$ cat src/logic/pt_pkg.sv
// constants and register map of the paired timer
// Notes on behaviour
// RQ1 - one 32-bit timer or two 16-bit timers
// RQ2 - split halves: synchronous timer or counter only
// RQ3 - wide mode also offers synchronous 32-bit counting
// RQ4 - gating, prescaling, run during idle or sleep
// RQ5 - wide mode interrupt on 32-bit period match
// RQ6 - conversion trigger from wide pair or high only
// RQ7 - low half lsw, high half msw of count
// RQ8 - wide mode ignores high timer control entirely
// RQ9 - wide uses low clock/gate, high interrupt flag
// RQ10 - control bit 3 set selects wide mode
// RQ11 - prescale field, clock source, gate accumulate bits
// RQ12 - software maps external clock pin before use
// RQ13 - wide period: high word msw, low lsw
// RQ14 - count words read upper and lower halves
// RQ15 - wide interrupt uses high enable and priority
// RQ16 - control bit 15 set starts the timer
// RQ17 - split halves use own period, enable, priority
// RQ18 - software sets run bit last in setup
// RQ19 - match clears count next edge, sets flag
// RQ20 - low all-ones rollover carries into high half
package pt_pkg;
    localparam logic [11:0] PT_LOW_CTRL_ADDR = 12'h000;
    localparam logic [11:0] PT_HIGH_CTRL_ADDR = 12'h004;
    localparam logic [11:0] PT_LOW_PERIOD_ADDR = 12'h008;
    localparam logic [11:0] PT_HIGH_PERIOD_ADDR = 12'h00C;
    localparam logic [11:0] PT_LOW_COUNT_ADDR = 12'h010;
    localparam logic [11:0] PT_HIGH_COUNT_ADDR = 12'h014;
    localparam logic [11:0] PT_IRQ_CTRL_ADDR = 12'h018;
    localparam logic [11:0] PT_IRQ_FLAG_ADDR = 12'h01C;
    localparam int PT_RUN_BIT = 15;
    localparam int PT_IDLE_STOP_BIT = 13;
    localparam int PT_GATE_BIT = 6;
    localparam int PT_PS_HI = 5;
    localparam int PT_PS_LO = 4;
    localparam int PT_WIDE_BIT = 3;
    localparam int PT_CS_BIT = 1;
    localparam logic [15:0] PT_CTRL_MASK = 16'hA07A;
    localparam logic [15:0] PT_PERIOD_RESET = 16'hFFFF;
    localparam int PT_LOW_IE_BIT = 0;
    localparam int PT_HIGH_IE_BIT = 1;
    localparam int PT_LOW_IP_LO = 4;
    localparam int PT_HIGH_IP_LO = 8;
    localparam int PT_IP_WIDTH = 3;
    localparam logic [1:0] PT_HTRANS_NONSEQ = 2'b10;
    localparam logic [2:0] PT_HSIZE_WORD = 3'b010;
endpackage

$ cat src/logic/pt_prescaler.sv
// prescaler and clock/gate qualifier for one timer half
module pt_prescaler
    import pt_pkg::*;
(
    // clock and reset
    input wire logic sys_clk,
    input wire logic rst,
    // control
    input wire logic [1:0] prescaleSelect,
    input wire logic clockSourceSelect,
    input wire logic gateAccumulateEnable,
    input wire logic running,
    // synchronised pins
    input wire logic extClockSync,
    input wire logic gateSync,
    // count enable out
    output logic tick
);
    logic [7:0] divCount;
    logic [7:0] divTop;
    logic extPrev;
    logic srcEvent;
    logic wrap;
    // ratios 1, 8, 64, 256
    assign divTop = (prescaleSelect == 2'd0) ? 8'h00 : (prescaleSelect == 2'd1) ? 8'h07 :
                    (prescaleSelect == 2'd2) ? 8'h3F : 8'hFF; // RQ11
    // gated mode counts system clock only while gate high; external counts rising pin edges
    assign srcEvent = clockSourceSelect ? (extClockSync && !extPrev) :
                      (!gateAccumulateEnable || gateSync); // RQ4 RQ11
    assign wrap = (divCount == divTop);
    assign tick = running && srcEvent && wrap;
    always_ff @(posedge sys_clk) begin
        if (rst) begin
            divCount <= 8'h00;
            extPrev <= 1'b0;
        end else begin
            extPrev <= extClockSync;
            if (!running) begin
                divCount <= 8'h00;
            end else if (srcEvent) begin
                divCount <= wrap ? 8'h00 : divCount + 8'h01;
            end
        end
    end
endmodule // pt_prescaler

$ cat src/logic/pt_paired_timer.sv
// paired 16/32-bit timer with AHB-Lite register slave
//
// Local design decisions: the address map and the AHB-Lite register port.
module pt_paired_timer
    import pt_pkg::*;
#(
    parameter int WIDTH = 16
) (
    // clock and reset
    input wire logic sys_clk,
    input wire logic rst,
    // AHB-Lite slave
    input wire logic hsel,
    input wire logic [11:0] haddr,
    input wire logic [1:0] htrans,
    input wire logic hwrite,
    input wire logic [2:0] hsize,
    input wire logic [31:0] hwdata,
    input wire logic hready,
    output logic [31:0] hrdata,
    output logic hreadyout,
    output logic hresp,
    // pins from the pin-select fabric
    input wire logic lowExtClock,
    input wire logic highExtClock,
    input wire logic lowGate,
    input wire logic highGate,
    // power state
    input wire logic cpuIdle,
    // events
    output logic lowIrqFlag,
    output logic highIrqFlag,
    output logic lowIrqReq,
    output logic highIrqReq,
    output logic [2:0] lowIrqPriority,
    output logic [2:0] highIrqPriority,
    output logic adcTrigger
);
    logic [15:0] lowCtrl;
    logic [15:0] highCtrl;
    logic [WIDTH-1:0] lowPeriod;
    logic [WIDTH-1:0] highPeriod;
    logic [WIDTH-1:0] lowCount;
    logic [WIDTH-1:0] highCount;
    logic [15:0] irqCtrl;
    logic [1:0] syncA;
    logic [1:0] syncB;
    logic [1:0] gA;
    logic [1:0] gB;
    logic lowTick;
    logic highTick;
    logic phaseWrite;
    logic [11:0] phaseAddr;
    logic wideMode;
    logic lowRun;
    logic highRun;
    logic [2*WIDTH-1:0] wideCount;
    logic [2*WIDTH-1:0] widePeriod;
    logic wideMatch;
    logic lowMatch;
    logic highMatch;
    logic lowCarry;
    logic wideEvent;
    logic lowEvent;
    logic highEvent;
    logic addrValid;
    logic [31:0] next_hrdata;
    logic wrLowCtrl;
    logic wrHighCtrl;
    logic wrLowPer;
    logic wrHighPer;
    logic wrLowCnt;
    logic wrHighCnt;
    logic wrIrq;
    logic wrFlag;

    // two-flop synchronisers: syncA and gA are only read by syncB and gB; [1] is the low pin, [0] the high
    always_ff @(posedge sys_clk) begin
        if (rst) begin
            syncA <= 2'b00;
            syncB <= 2'b00;
            gA <= 2'b00;
            gB <= 2'b00;
        end else begin
            syncA <= {lowExtClock, highExtClock};
            syncB <= syncA;
            gA <= {lowGate, highGate};
            gB <= gA;
        end
    end

    assign wideMode = lowCtrl[PT_WIDE_BIT]; // RQ1 RQ10
    // idle-stop bit halts the half while the core idles; sleep keeps counting
    assign lowRun = lowCtrl[PT_RUN_BIT] && !(cpuIdle && lowCtrl[PT_IDLE_STOP_BIT]); // RQ4 RQ16
    assign highRun = !wideMode && highCtrl[PT_RUN_BIT] && !(cpuIdle && highCtrl[PT_IDLE_STOP_BIT]); // RQ8 RQ16

    // low prescaler clocks both halves in wide mode
    pt_prescaler u_lowPre (
        .sys_clk(sys_clk),
        .rst(rst),
        .prescaleSelect(lowCtrl[PT_PS_HI:PT_PS_LO]),
        .clockSourceSelect(lowCtrl[PT_CS_BIT]),
        .gateAccumulateEnable(lowCtrl[PT_GATE_BIT]),
        .running(lowRun),
        .extClockSync(syncB[1]),
        .gateSync(gB[1]),
        .tick(lowTick)
    ); // RQ9
    pt_prescaler u_highPre (
        .sys_clk(sys_clk),
        .rst(rst),
        .prescaleSelect(highCtrl[PT_PS_HI:PT_PS_LO]),
        .clockSourceSelect(highCtrl[PT_CS_BIT]),
        .gateAccumulateEnable(highCtrl[PT_GATE_BIT]),
        .running(highRun),
        .extClockSync(syncB[0]),
        .gateSync(gB[0]),
        .tick(highTick)
    ); // RQ2

    assign wideCount = {highCount, lowCount}; // RQ7
    assign widePeriod = {highPeriod, lowPeriod}; // RQ13
    assign wideMatch = (wideCount == widePeriod); // RQ5
    assign lowMatch = (lowCount == lowPeriod); // RQ17
    assign highMatch = (highCount == highPeriod); // RQ17
    assign lowCarry = &lowCount; // RQ20
    assign wideEvent = wideMode && lowTick && wideMatch;
    assign lowEvent = !wideMode && lowTick && lowMatch;
    assign highEvent = !wideMode && highTick && highMatch;

    // bus decode
    assign addrValid = (phaseAddr <= PT_IRQ_FLAG_ADDR) && (phaseAddr[1:0] == 2'b00);
    assign wrLowCtrl = phaseWrite && phaseAddr == PT_LOW_CTRL_ADDR;
    assign wrHighCtrl = phaseWrite && phaseAddr == PT_HIGH_CTRL_ADDR;
    assign wrLowPer = phaseWrite && phaseAddr == PT_LOW_PERIOD_ADDR;
    assign wrHighPer = phaseWrite && phaseAddr == PT_HIGH_PERIOD_ADDR;
    assign wrLowCnt = phaseWrite && phaseAddr == PT_LOW_COUNT_ADDR;
    assign wrHighCnt = phaseWrite && phaseAddr == PT_HIGH_COUNT_ADDR;
    assign wrIrq = phaseWrite && phaseAddr == PT_IRQ_CTRL_ADDR;
    assign wrFlag = phaseWrite && phaseAddr == PT_IRQ_FLAG_ADDR;
    assign hreadyout = 1'b1;
    assign hresp = 1'b0;

    always_comb begin
        next_hrdata = 32'h0000_0000;
        unique case (haddr)
            PT_LOW_CTRL_ADDR: next_hrdata[15:0] = lowCtrl;
            PT_HIGH_CTRL_ADDR: next_hrdata[15:0] = highCtrl;
            PT_LOW_PERIOD_ADDR: next_hrdata[WIDTH-1:0] = lowPeriod;
            PT_HIGH_PERIOD_ADDR: next_hrdata[WIDTH-1:0] = highPeriod;
            PT_LOW_COUNT_ADDR: next_hrdata[WIDTH-1:0] = lowCount; // RQ14
            PT_HIGH_COUNT_ADDR: next_hrdata[WIDTH-1:0] = highCount; // RQ14
            PT_IRQ_CTRL_ADDR: next_hrdata[15:0] = irqCtrl;
            PT_IRQ_FLAG_ADDR: next_hrdata[1:0] = {highIrqFlag, lowIrqFlag};
            default: next_hrdata = 32'h0000_0000;
        endcase
    end

    // address phase capture, read data loaded for the data phase
    always_ff @(posedge sys_clk) begin
        if (rst) begin
            phaseWrite <= 1'b0;
            phaseAddr <= 12'h000;
            hrdata <= 32'h0000_0000;
        end else if (hready) begin
            phaseWrite <= hsel && htrans == PT_HTRANS_NONSEQ && hwrite && hsize == PT_HSIZE_WORD;
            phaseAddr <= haddr;
            hrdata <= next_hrdata;
        end
    end

    // registers
    always_ff @(posedge sys_clk) begin
        if (rst) begin
            lowCtrl <= 16'h0000;
            highCtrl <= 16'h0000;
            lowPeriod <= PT_PERIOD_RESET[WIDTH-1:0];
            highPeriod <= PT_PERIOD_RESET[WIDTH-1:0];
            irqCtrl <= 16'h0000;
        end else if (addrValid) begin
            if (wrLowCtrl) lowCtrl <= hwdata[15:0] & PT_CTRL_MASK;
            // wide-mode select lives only in the low control word
            if (wrHighCtrl) highCtrl <= hwdata[15:0] & PT_CTRL_MASK & ~(16'h0001 << PT_WIDE_BIT);
            if (wrLowPer) lowPeriod <= hwdata[WIDTH-1:0];
            if (wrHighPer) highPeriod <= hwdata[WIDTH-1:0];
            if (wrIrq) irqCtrl <= hwdata[15:0];
        end
    end

    // counters
    always_ff @(posedge sys_clk) begin
        if (rst) begin
            lowCount <= '0;
            highCount <= '0;
        end else if (wrLowCnt && addrValid) begin
            lowCount <= hwdata[WIDTH-1:0];
        end else if (wrHighCnt && addrValid) begin
            highCount <= hwdata[WIDTH-1:0];
        end else if (wideMode) begin
            if (wideEvent) begin
                lowCount <= '0; // RQ19
                highCount <= '0; // RQ19
            end else if (lowTick) begin
                lowCount <= lowCount + 1'b1; // RQ3
                if (lowCarry) highCount <= highCount + 1'b1; // RQ20
            end
        end else begin
            if (lowEvent) lowCount <= '0; // RQ19
            else if (lowTick) lowCount <= lowCount + 1'b1; // RQ2
            if (highEvent) highCount <= '0; // RQ19
            else if (highTick) highCount <= highCount + 1'b1; // RQ2
        end
    end

    // sticky flags: hardware set wins over write-one-to-clear
    always_ff @(posedge sys_clk) begin
        if (rst) begin
            lowIrqFlag <= 1'b0;
            highIrqFlag <= 1'b0;
            adcTrigger <= 1'b0;
        end else begin
            lowIrqFlag <= lowEvent || (lowIrqFlag && !(wrFlag && addrValid && hwdata[0])); // RQ17 RQ19
            highIrqFlag <= highEvent || wideEvent || (highIrqFlag && !(wrFlag && addrValid && hwdata[1])); // RQ9 RQ5
            adcTrigger <= wideEvent || highEvent; // RQ6
        end
    end

    // wide mode reports through the high enable and priority
    assign lowIrqReq = lowIrqFlag && irqCtrl[PT_LOW_IE_BIT];
    assign highIrqReq = highIrqFlag && irqCtrl[PT_HIGH_IE_BIT]; // RQ15
    assign lowIrqPriority = irqCtrl[PT_LOW_IP_LO +: PT_IP_WIDTH];
    assign highIrqPriority = irqCtrl[PT_HIGH_IP_LO +: PT_IP_WIDTH]; // RQ15
endmodule // pt_paired_timer

$ cat config.mk
export PLATFORM = sky130hd
export DESIGN_NAME = pt_paired_timer
export DESIGN_NICKNAME = d
export VERILOG_FILES = /design/src/logic/pt_pkg.sv /design/src/logic/pt_prescaler.sv /design/src/logic/pt_paired_timer.sv
export SDC_FILE = /design/constraint.sdc
export NUM_CORES = 1
export LEC_CHECK = 0
export BUFFER_PORTS_ARGS = -buffer_cell sky130_fd_sc_hd__buf_2
export CORE_UTILIZATION = 40
export DETAILED_ROUTE_END_ITERATION = 7
export GPL_ROUTABILITY_DRIVEN = 1
export PLACE_DENSITY = 0.65
export SYNTH_ARGS = -nofsm -noshare
export SYNTH_HDL_FRONTEND = slang
export SYNTH_SLANG_ARGS = --single-unit
$ cat constraint.sdc
create_clock -name sys_clk -period 2.8 [get_ports sys_clk]
set_input_delay 0.14 -clock sys_clk [delete_from_list [all_inputs] [get_ports sys_clk]]
set_output_delay 0.14 -clock sys_clk [all_outputs]
set_load 0.02 [all_outputs]
* Word-level counts from Yosys, hierarchy flattened *
Cells that the tools add are included.
W data, S select, Z words.

word-level totals
  register bits after elaboration = 151
  input port bits = 59
  output and inout bits = 45
  logic and storage cells = 149

operators by class
  add/subtract/negate cells = 4
  $lt $le $gt $ge = 1
  eq/ne operators = 28
  multiplexer cells = 25
  bitwise gates (word level) = 3
  reductions and logical operators = 67

operator list
  cell                     count
  $mux W16                 13
  $pmux W14 S7             1
  $eq A12 B5 Y1 const B    8
  $mux W8                  8
  $eq A12 B4 Y1 const B    4
  $logic_and A1 B1 Y1      38
  $add A16 B1 Y16 const B  2
  $eq A16 B16 Y1           2
  $eq A32 B32 Y1           1
  $eq A12 B3 Y1 const B    2
  $logic_not A12 Y1        2
  $add A8 B1 Y8 const B    2
  $eq A8 B8 Y1             2
  $pmux W2 S8              1
  $reduce_and A16 Y1       1
  $le A12 B5 Y1 const B    1
  $reduce_and A2 Y1        5
  $logic_not A1 Y1         9
  $ne A4 B1 Y1 const B     2
  $eq A2 B2 Y1 const B     3
  $logic_not A2 Y1         3
  $logic_or A1 B1 Y1       5
  $eq A2 B1 Y1 const B     2
  $reduce_and A4 Y1        1
  6 further kinds          10

* Logic depth before layout (Yosys ltp) *
  depth in word-level cells = 12
  mapped depth = 10
  gate-level depth less buffers = 8

* Modules after synthesis *
A second synthesis with hierarchy kept.

second synthesis, totals
  cells, all modules = 938
  area, all modules = 8129.0 um^2

by module, submodules not included
  module           instances  cells an instance  area an instance (um^2)  seq. area each (um^2)
  pt_paired_timer  1          826                7098.1                   2662.6
  pt_prescaler     2          56                 515.5                    180.2

* Worst setup path after synthesis *
Ideal clock, no wire load.

  path type = register to register
  from = register highCount[9]
  to = register highCount[8]
  setup time = 0.074 ns
  arrival = 2.300 ns
  required time = 2.726 ns
  setup slack = 0.426 ns
  stages on the path, launching flop included = 10
  path buffers = 2
  period minus slack after synthesis = 2.374 ns
  path through = dfxtp_1 > clkbuf_1 > xnor2_1 > nand4_1 > nor4_2 > nand4_1 > o2bb2ai_2 > buf_6 > nand4b_1 > a31oi_1

on the way
  cells in the longest elaborated chain, start to end = 5
  elaborated cells on any way between the ends = 12
  classes of those cells = eq/ne: 4; mux: 4; reduce/logical: 4

RTL lines
  item                                              line                                            text
  start, declared                                   pt_paired_timer.sv:44                           logic [WIDTH-1:0] highCount;
  start signal, assigned                            pt_paired_timer.sv:198                          highCount <= hwdata[WIDTH-1:0];
  start signal, assigned                            pt_paired_timer.sv:205                          if (lowCarry) highCount <= highCount + 1'b1;
  start signal, assigned                            pt_paired_timer.sv:211                          else if (highTick) highCount <= highCount + 1'b1;
  $eq A32 B32 Y1 or $eq A16 B16 Y1 (tied branches)  pt_paired_timer.sv:123, pt_paired_timer.sv:125
  $logic_and A1 B1 Y1 (on tied branches)            pt_paired_timer.sv:127, pt_paired_timer.sv:129
  $mux W16 (on tied branches)                       pt_paired_timer.sv:200, pt_paired_timer.sv:210
  $mux W16                                          pt_paired_timer.sv:199                          end else if (wideMode) begin
  $mux W16                                          pt_paired_timer.sv:197                          end else if (wrHighCnt && addrValid) begin

Parallel ways exist; a longest one is shown, timed or not.
A chain may end at the register's enable or synchronous reset.

* Worst setup path in the final report *
  from = register lowCtrl[5]
  to = register highCount[15]

on the way
  cells in the longest elaborated chain, start to end = 11
  elaborated cells on any way between the ends = 16
  classes of those cells = eq/ne: 5; mux: 6; reduce/logical: 5

RTL lines
  item                              line                    text
  start, declared                   pt_paired_timer.sv:39   logic [15:0] lowCtrl;
  start signal, assigned            pt_paired_timer.sv:181  if (wrLowCtrl) lowCtrl <= hwdata[15:0] & PT_CTRL_MASK;
  $eq A2 B2 Y1                      pt_prescaler.sv:26      (prescaleSelect == 2'd2) ? 8'h3F : 8'hFF;
  $mux W8                           pt_prescaler.sv:26
  $mux W8                           pt_prescaler.sv:25      assign divTop = (prescaleSelect == 2'd0) ? 8'h00 : (prescaleSelect == 2'd1) ? 8'h07 :
  $mux W8 (*)                       pt_prescaler.sv:25
  $eq A8 B8 Y1 (*)                  pt_prescaler.sv:30      assign wrap = (divCount == divTop);
  $logic_and A1 B1 Y1 (*)           pt_prescaler.sv:31      assign tick = running && srcEvent && wrap;
  $logic_and A1 B1 Y1 (2 in a row)  pt_paired_timer.sv:127  assign wideEvent = wideMode && lowTick && wideMatch;
  $mux W16                          pt_paired_timer.sv:200  if (wideEvent) begin
  $mux W16                          pt_paired_timer.sv:199
  $mux W16                          pt_paired_timer.sv:197

Every way passes the cells marked *; elsewhere a longest branch is shown, timed or not.

==> PnR_summary.wiki <==
{| class="wikitable"
! Metric !! Value
|-
| Run status || completed
|-
| Area taken by multi-input logic gates || 4600 um2
|-
| TritonCTS clock tree || yes
|-
| DIE AREA || 20700 um2
|-
| Period minus WS final || 2.62 ns
|-
| FF-to-FF End || highCount[15]
|-
| Fillers || 1942
|-
| Mean cell area of the mapped netlist || 8.36 um2
|-
| HPWL Detailed || 18400 um
|-
| Worst Hold Margin || 0.0101 ns
|-
| Die width || 144 um
|-
| Cells after synthesis || 961
|-
| Setup repair after global routing missed its margin || no
|-
| WS Path Type || reg -> reg
|-
| Post-synthesis instance area || 8040 um2
|-
| First DRT Iteration DRCs || 725
|-
| Highest attainable clock frequency || 0.381 GHz
|-
| Critical Path, Cell by Cell || or2_1, a21bo_2, a2111oi_4, a41o_1, nand3_1, o2111ai_1, a31oi_1
|-
| Power density over cell area || 495 nW/um2
|-
| Detailed-router iteration count before antenna repair || 6
|-
| Startpoint of the tightest hold check path || hwdata[12]
|-
| Number of remaining DRC errors || 0
|-
| Number of failing hold endpoints at the final stage || 0
|-
| Number of buffers added for setup after CTS || 0
|-
| Die outline height || 144 um
|-
| RD Place Congestion || 1.02
|-
| Post-CTS clock slew at the launch and capture registers of the worst setup and hold paths || 0.07 ns
|-
| Latest clock arrival within the worst-skew pair || 0.44 ns
|-
| Required time reported for the critical path endpoint || 3.09 ns
|-
| Vias post-DR || 7558
|-
| Floorplan row count || 51
|-
| Most common cell after layout, fill and taps aside || dfxtp_1
|-
| Final cycle utilization of the critical path || 0.936
|-
| Final worst clock skew || 0.00899 ns
|-
| Count of flip-flops with a built-in enable after synthesis || 0
|-
| Maximum number of pins on one net before global-route repair || 69
|-
| Length in cells of the worst reg-to-reg path || 7
|-
| GR Overflow Total || 0
|-
| Arrival time reported for the critical path endpoint || 2.91 ns
|-
| All-layer global routing usage || 0.255
|-
| Post-layout net count || 1110
|-
| Final setup violation count || 0
|-
| Highest-count cells in the layout ignoring fill and taps || 151 x dfxtp_1, 102 x nand2_1, 94 x nor2_1, 68 x buf_2, 64 x mux2i_1
|-
| Count of different cell masters after synthesis || 72
|-
| Post-Route Setup TNS || 0 ns
|-
| Slew at the pin with the worst max-slew slack || 0.789 ns
|-
| Diode count || 0
|-
| Placed Cells incl. Taps || 1278
|-
| Seq. cell area || 3020 um2
|-
| Root buffer cell || clkbuf_16
|-
| Largest incremental delay on the critical path || 0.49 ns
|-
| Non-filler instance count after layout || 1325
|-
| Maximum fanout count along the critical path || 9
|-
| CP Capture Type || flop
|-
| Ys Warns || 0
|-
| Number of maximum-capacitance constraint violations || 0
|-
| Wire length reported by the detailed router || 25300 um
|-
| Core area || 19600 um2
|-
| Clock sinks || 151
|-
| Largest buffer count on any clock path || 2
|-
| Max Transition Viols Final || 0
|-
| #FFs+latches synth || 151
|-
| Vias in the first global route || 6939
|-
| Minimum setup slack among reg-to-reg paths || 0.18 ns
|-
| Number of antenna violations at the first check in global routing || 0
|-
| Average wire per cell in the routed design || 19.1 um
|-
| Level count of the clock H-tree || 4
|-
| Synth async-reset ratio || 0
|-
| Leading register cell type out of synthesis || dfxtp_1
|-
| Headroom to the max-slew limit || 0.474
|-
| Hold Path Depth || 3
|-
| Slowest cell on the critical path || a2111oi_4
|-
| Dominant cells by area after synthesis || dfxtp_1 38%, mux2i_1 8.0%, nand2_1 4.8%, xnor2_1 4.7%, nor2_1 4.4%
|-
| Startpoint class of the critical path || flop
|-
| Worst Hold End || lowCount[12]
|-
| Share of layout cells above drive strength 1 || 0.185
|-
| Critical register-to-register path startpoint || lowCtrl[5]
|-
| Worst supply voltage drop on vdd || 0.000323 V
|-
| Via-per-instance ratio || 5.70
|-
| Inserted Clock Buffers || 17
|-
| Top-area cell type share of the netlist area || 0.376
|-
| Area Overhead vs Synth || 18.0%
|-
| Sequential element share of the synthesized area || 0.376
|-
| Count of pins on the block boundary || 104
|-
| Port Buf Inserts || 69
|-
| Leakage || 3.71 nW
|-
| Global-route wire length before repair || 39000 um
|-
| Count of nets left with antenna violations after detail routing || 0
|-
| Area leader, netlist || dfxtp_1
|-
| Initial standard-cell utilization of the core || 0.410
|-
| Min-delay worst type || in -> reg
|}
worst max path at each step:
stage	startpoint	end	slack, ns	depth (start not counted)
2_1_floorplan	highCount[9]	highCount[8]	0.43	9
3_3_place_gp	lowCtrl[5]	highCount[14]	0.12	7
3_5_place_dp	lowCtrl[5]	highCount[12]	0.08	7
4_1_cts	lowCtrl[5]	highCount[12]	0.09	7
5_1_grt	lowCtrl[5]	highCount[14]	0.01	8
6_report	lowCtrl[5]	highCount[15]	0.18	7
cells by family (layout without fill, tap and decap cells):
kind of cell	count (synthesis)	count (layout)	synth area share
AOI/OAI and AO/OA	196	196	0.165
other	2	18	0.000934
adders and majority gates	4	4	0.00623
DFF	151	151	0.376
muxes	79	79	0.101
xor gates and xnor gates	53	53	0.0578
buffers and inverters	102	185	0.0618
and+or+nand+nor	374	374	0.232
state kept, by name, summed over array words and instances (netlist names), 2 cells and up:
signal / flops
syncA: 2
irqCtrl: 16
u_highPre.divCount: 8
highCount: 16
lowPeriod: 16
gA: 2
gB: 2
lowCount: 16
phaseAddr: 12
highCtrl: 6
highPeriod: 16
lowCtrl: 7
u_lowPre.divCount: 8
hrdata: 16
syncB: 2
cells in the mapped netlist, types with 15 or more instances:
cell type	instances
dfxtp_1	151
nand2_1	103
nor2_1	94
mux2i_1	64
a21oi_1	56
clkbuf_1	52
nand3_1	47
xnor2_1	43
o21ai_0	29
a22oi_1	25
buf_4	25
nand4_1	23
nor3_1	19
a31oi_1	16
inv_1	15
mux2_2	15
layer usage:
layer / GRT usage / part of all wire / vias to the layer above
li1: - / - / 3580
met5: 0 / 0 / -
met3: 0.0676 / 0.10 / 48
met1: 0.343 / 0.43 / 3577
met2: 0.389 / 0.45 / 353
met4: 0.0924 / 0.025 / 0
final cells by class:
cell class              instances  area share
clock buffers                  22      0.0500
clock inverters                10      0.0102
inverters                      15     0.00594
multi-input cells             724       0.485
flip-flops and latches        151       0.319
well taps                     265      0.0350
repair buffers                138      0.0953
report_power, final:
group	switching, mW	internal (mW)	total (mW)
combinational	0.174	0.101	0.275
sequential	0.0189	2.17	2.19
clock	0.936	1.30	2.23
total	1.13	3.57	4.70
worst max-delay path: cells and delay by family, from the launching register on:
family          cells  cell delay, ns
compound gates      5            1.49
flops               1            0.38
simple gates        2            0.61
stage by stage:
step / setup WS (ns) / utilization / power (mW) / area (um2)
2_1_floorplan: 0.426 / - / 2.40 / 8100
3_3_place_gp: 0.118 / 0.447 / 2.49 / 8760
3_5_place_dp: 0.0833 / 0.447 / 2.49 / 8760
4_1_cts: 0.0853 / 0.484 / 4.72 / 9480
5_1_grt: 0.00993 / 0.484 / 4.85 / 9480
6_report: 0.178 / 0.484 / 4.70 / 9480
timing repair:
| action | 4_1_cts | 5_1_grt |
|---|---|---|
| hold buffers | 15 | 0 |
| gates resized for setup | 0 | 1 |
| endpoints found under the hold margin | 16 | 0 |
| setup endpoints to repair | 0 | 11 |
Note: power is estimated with default switching activity, not from simulation.
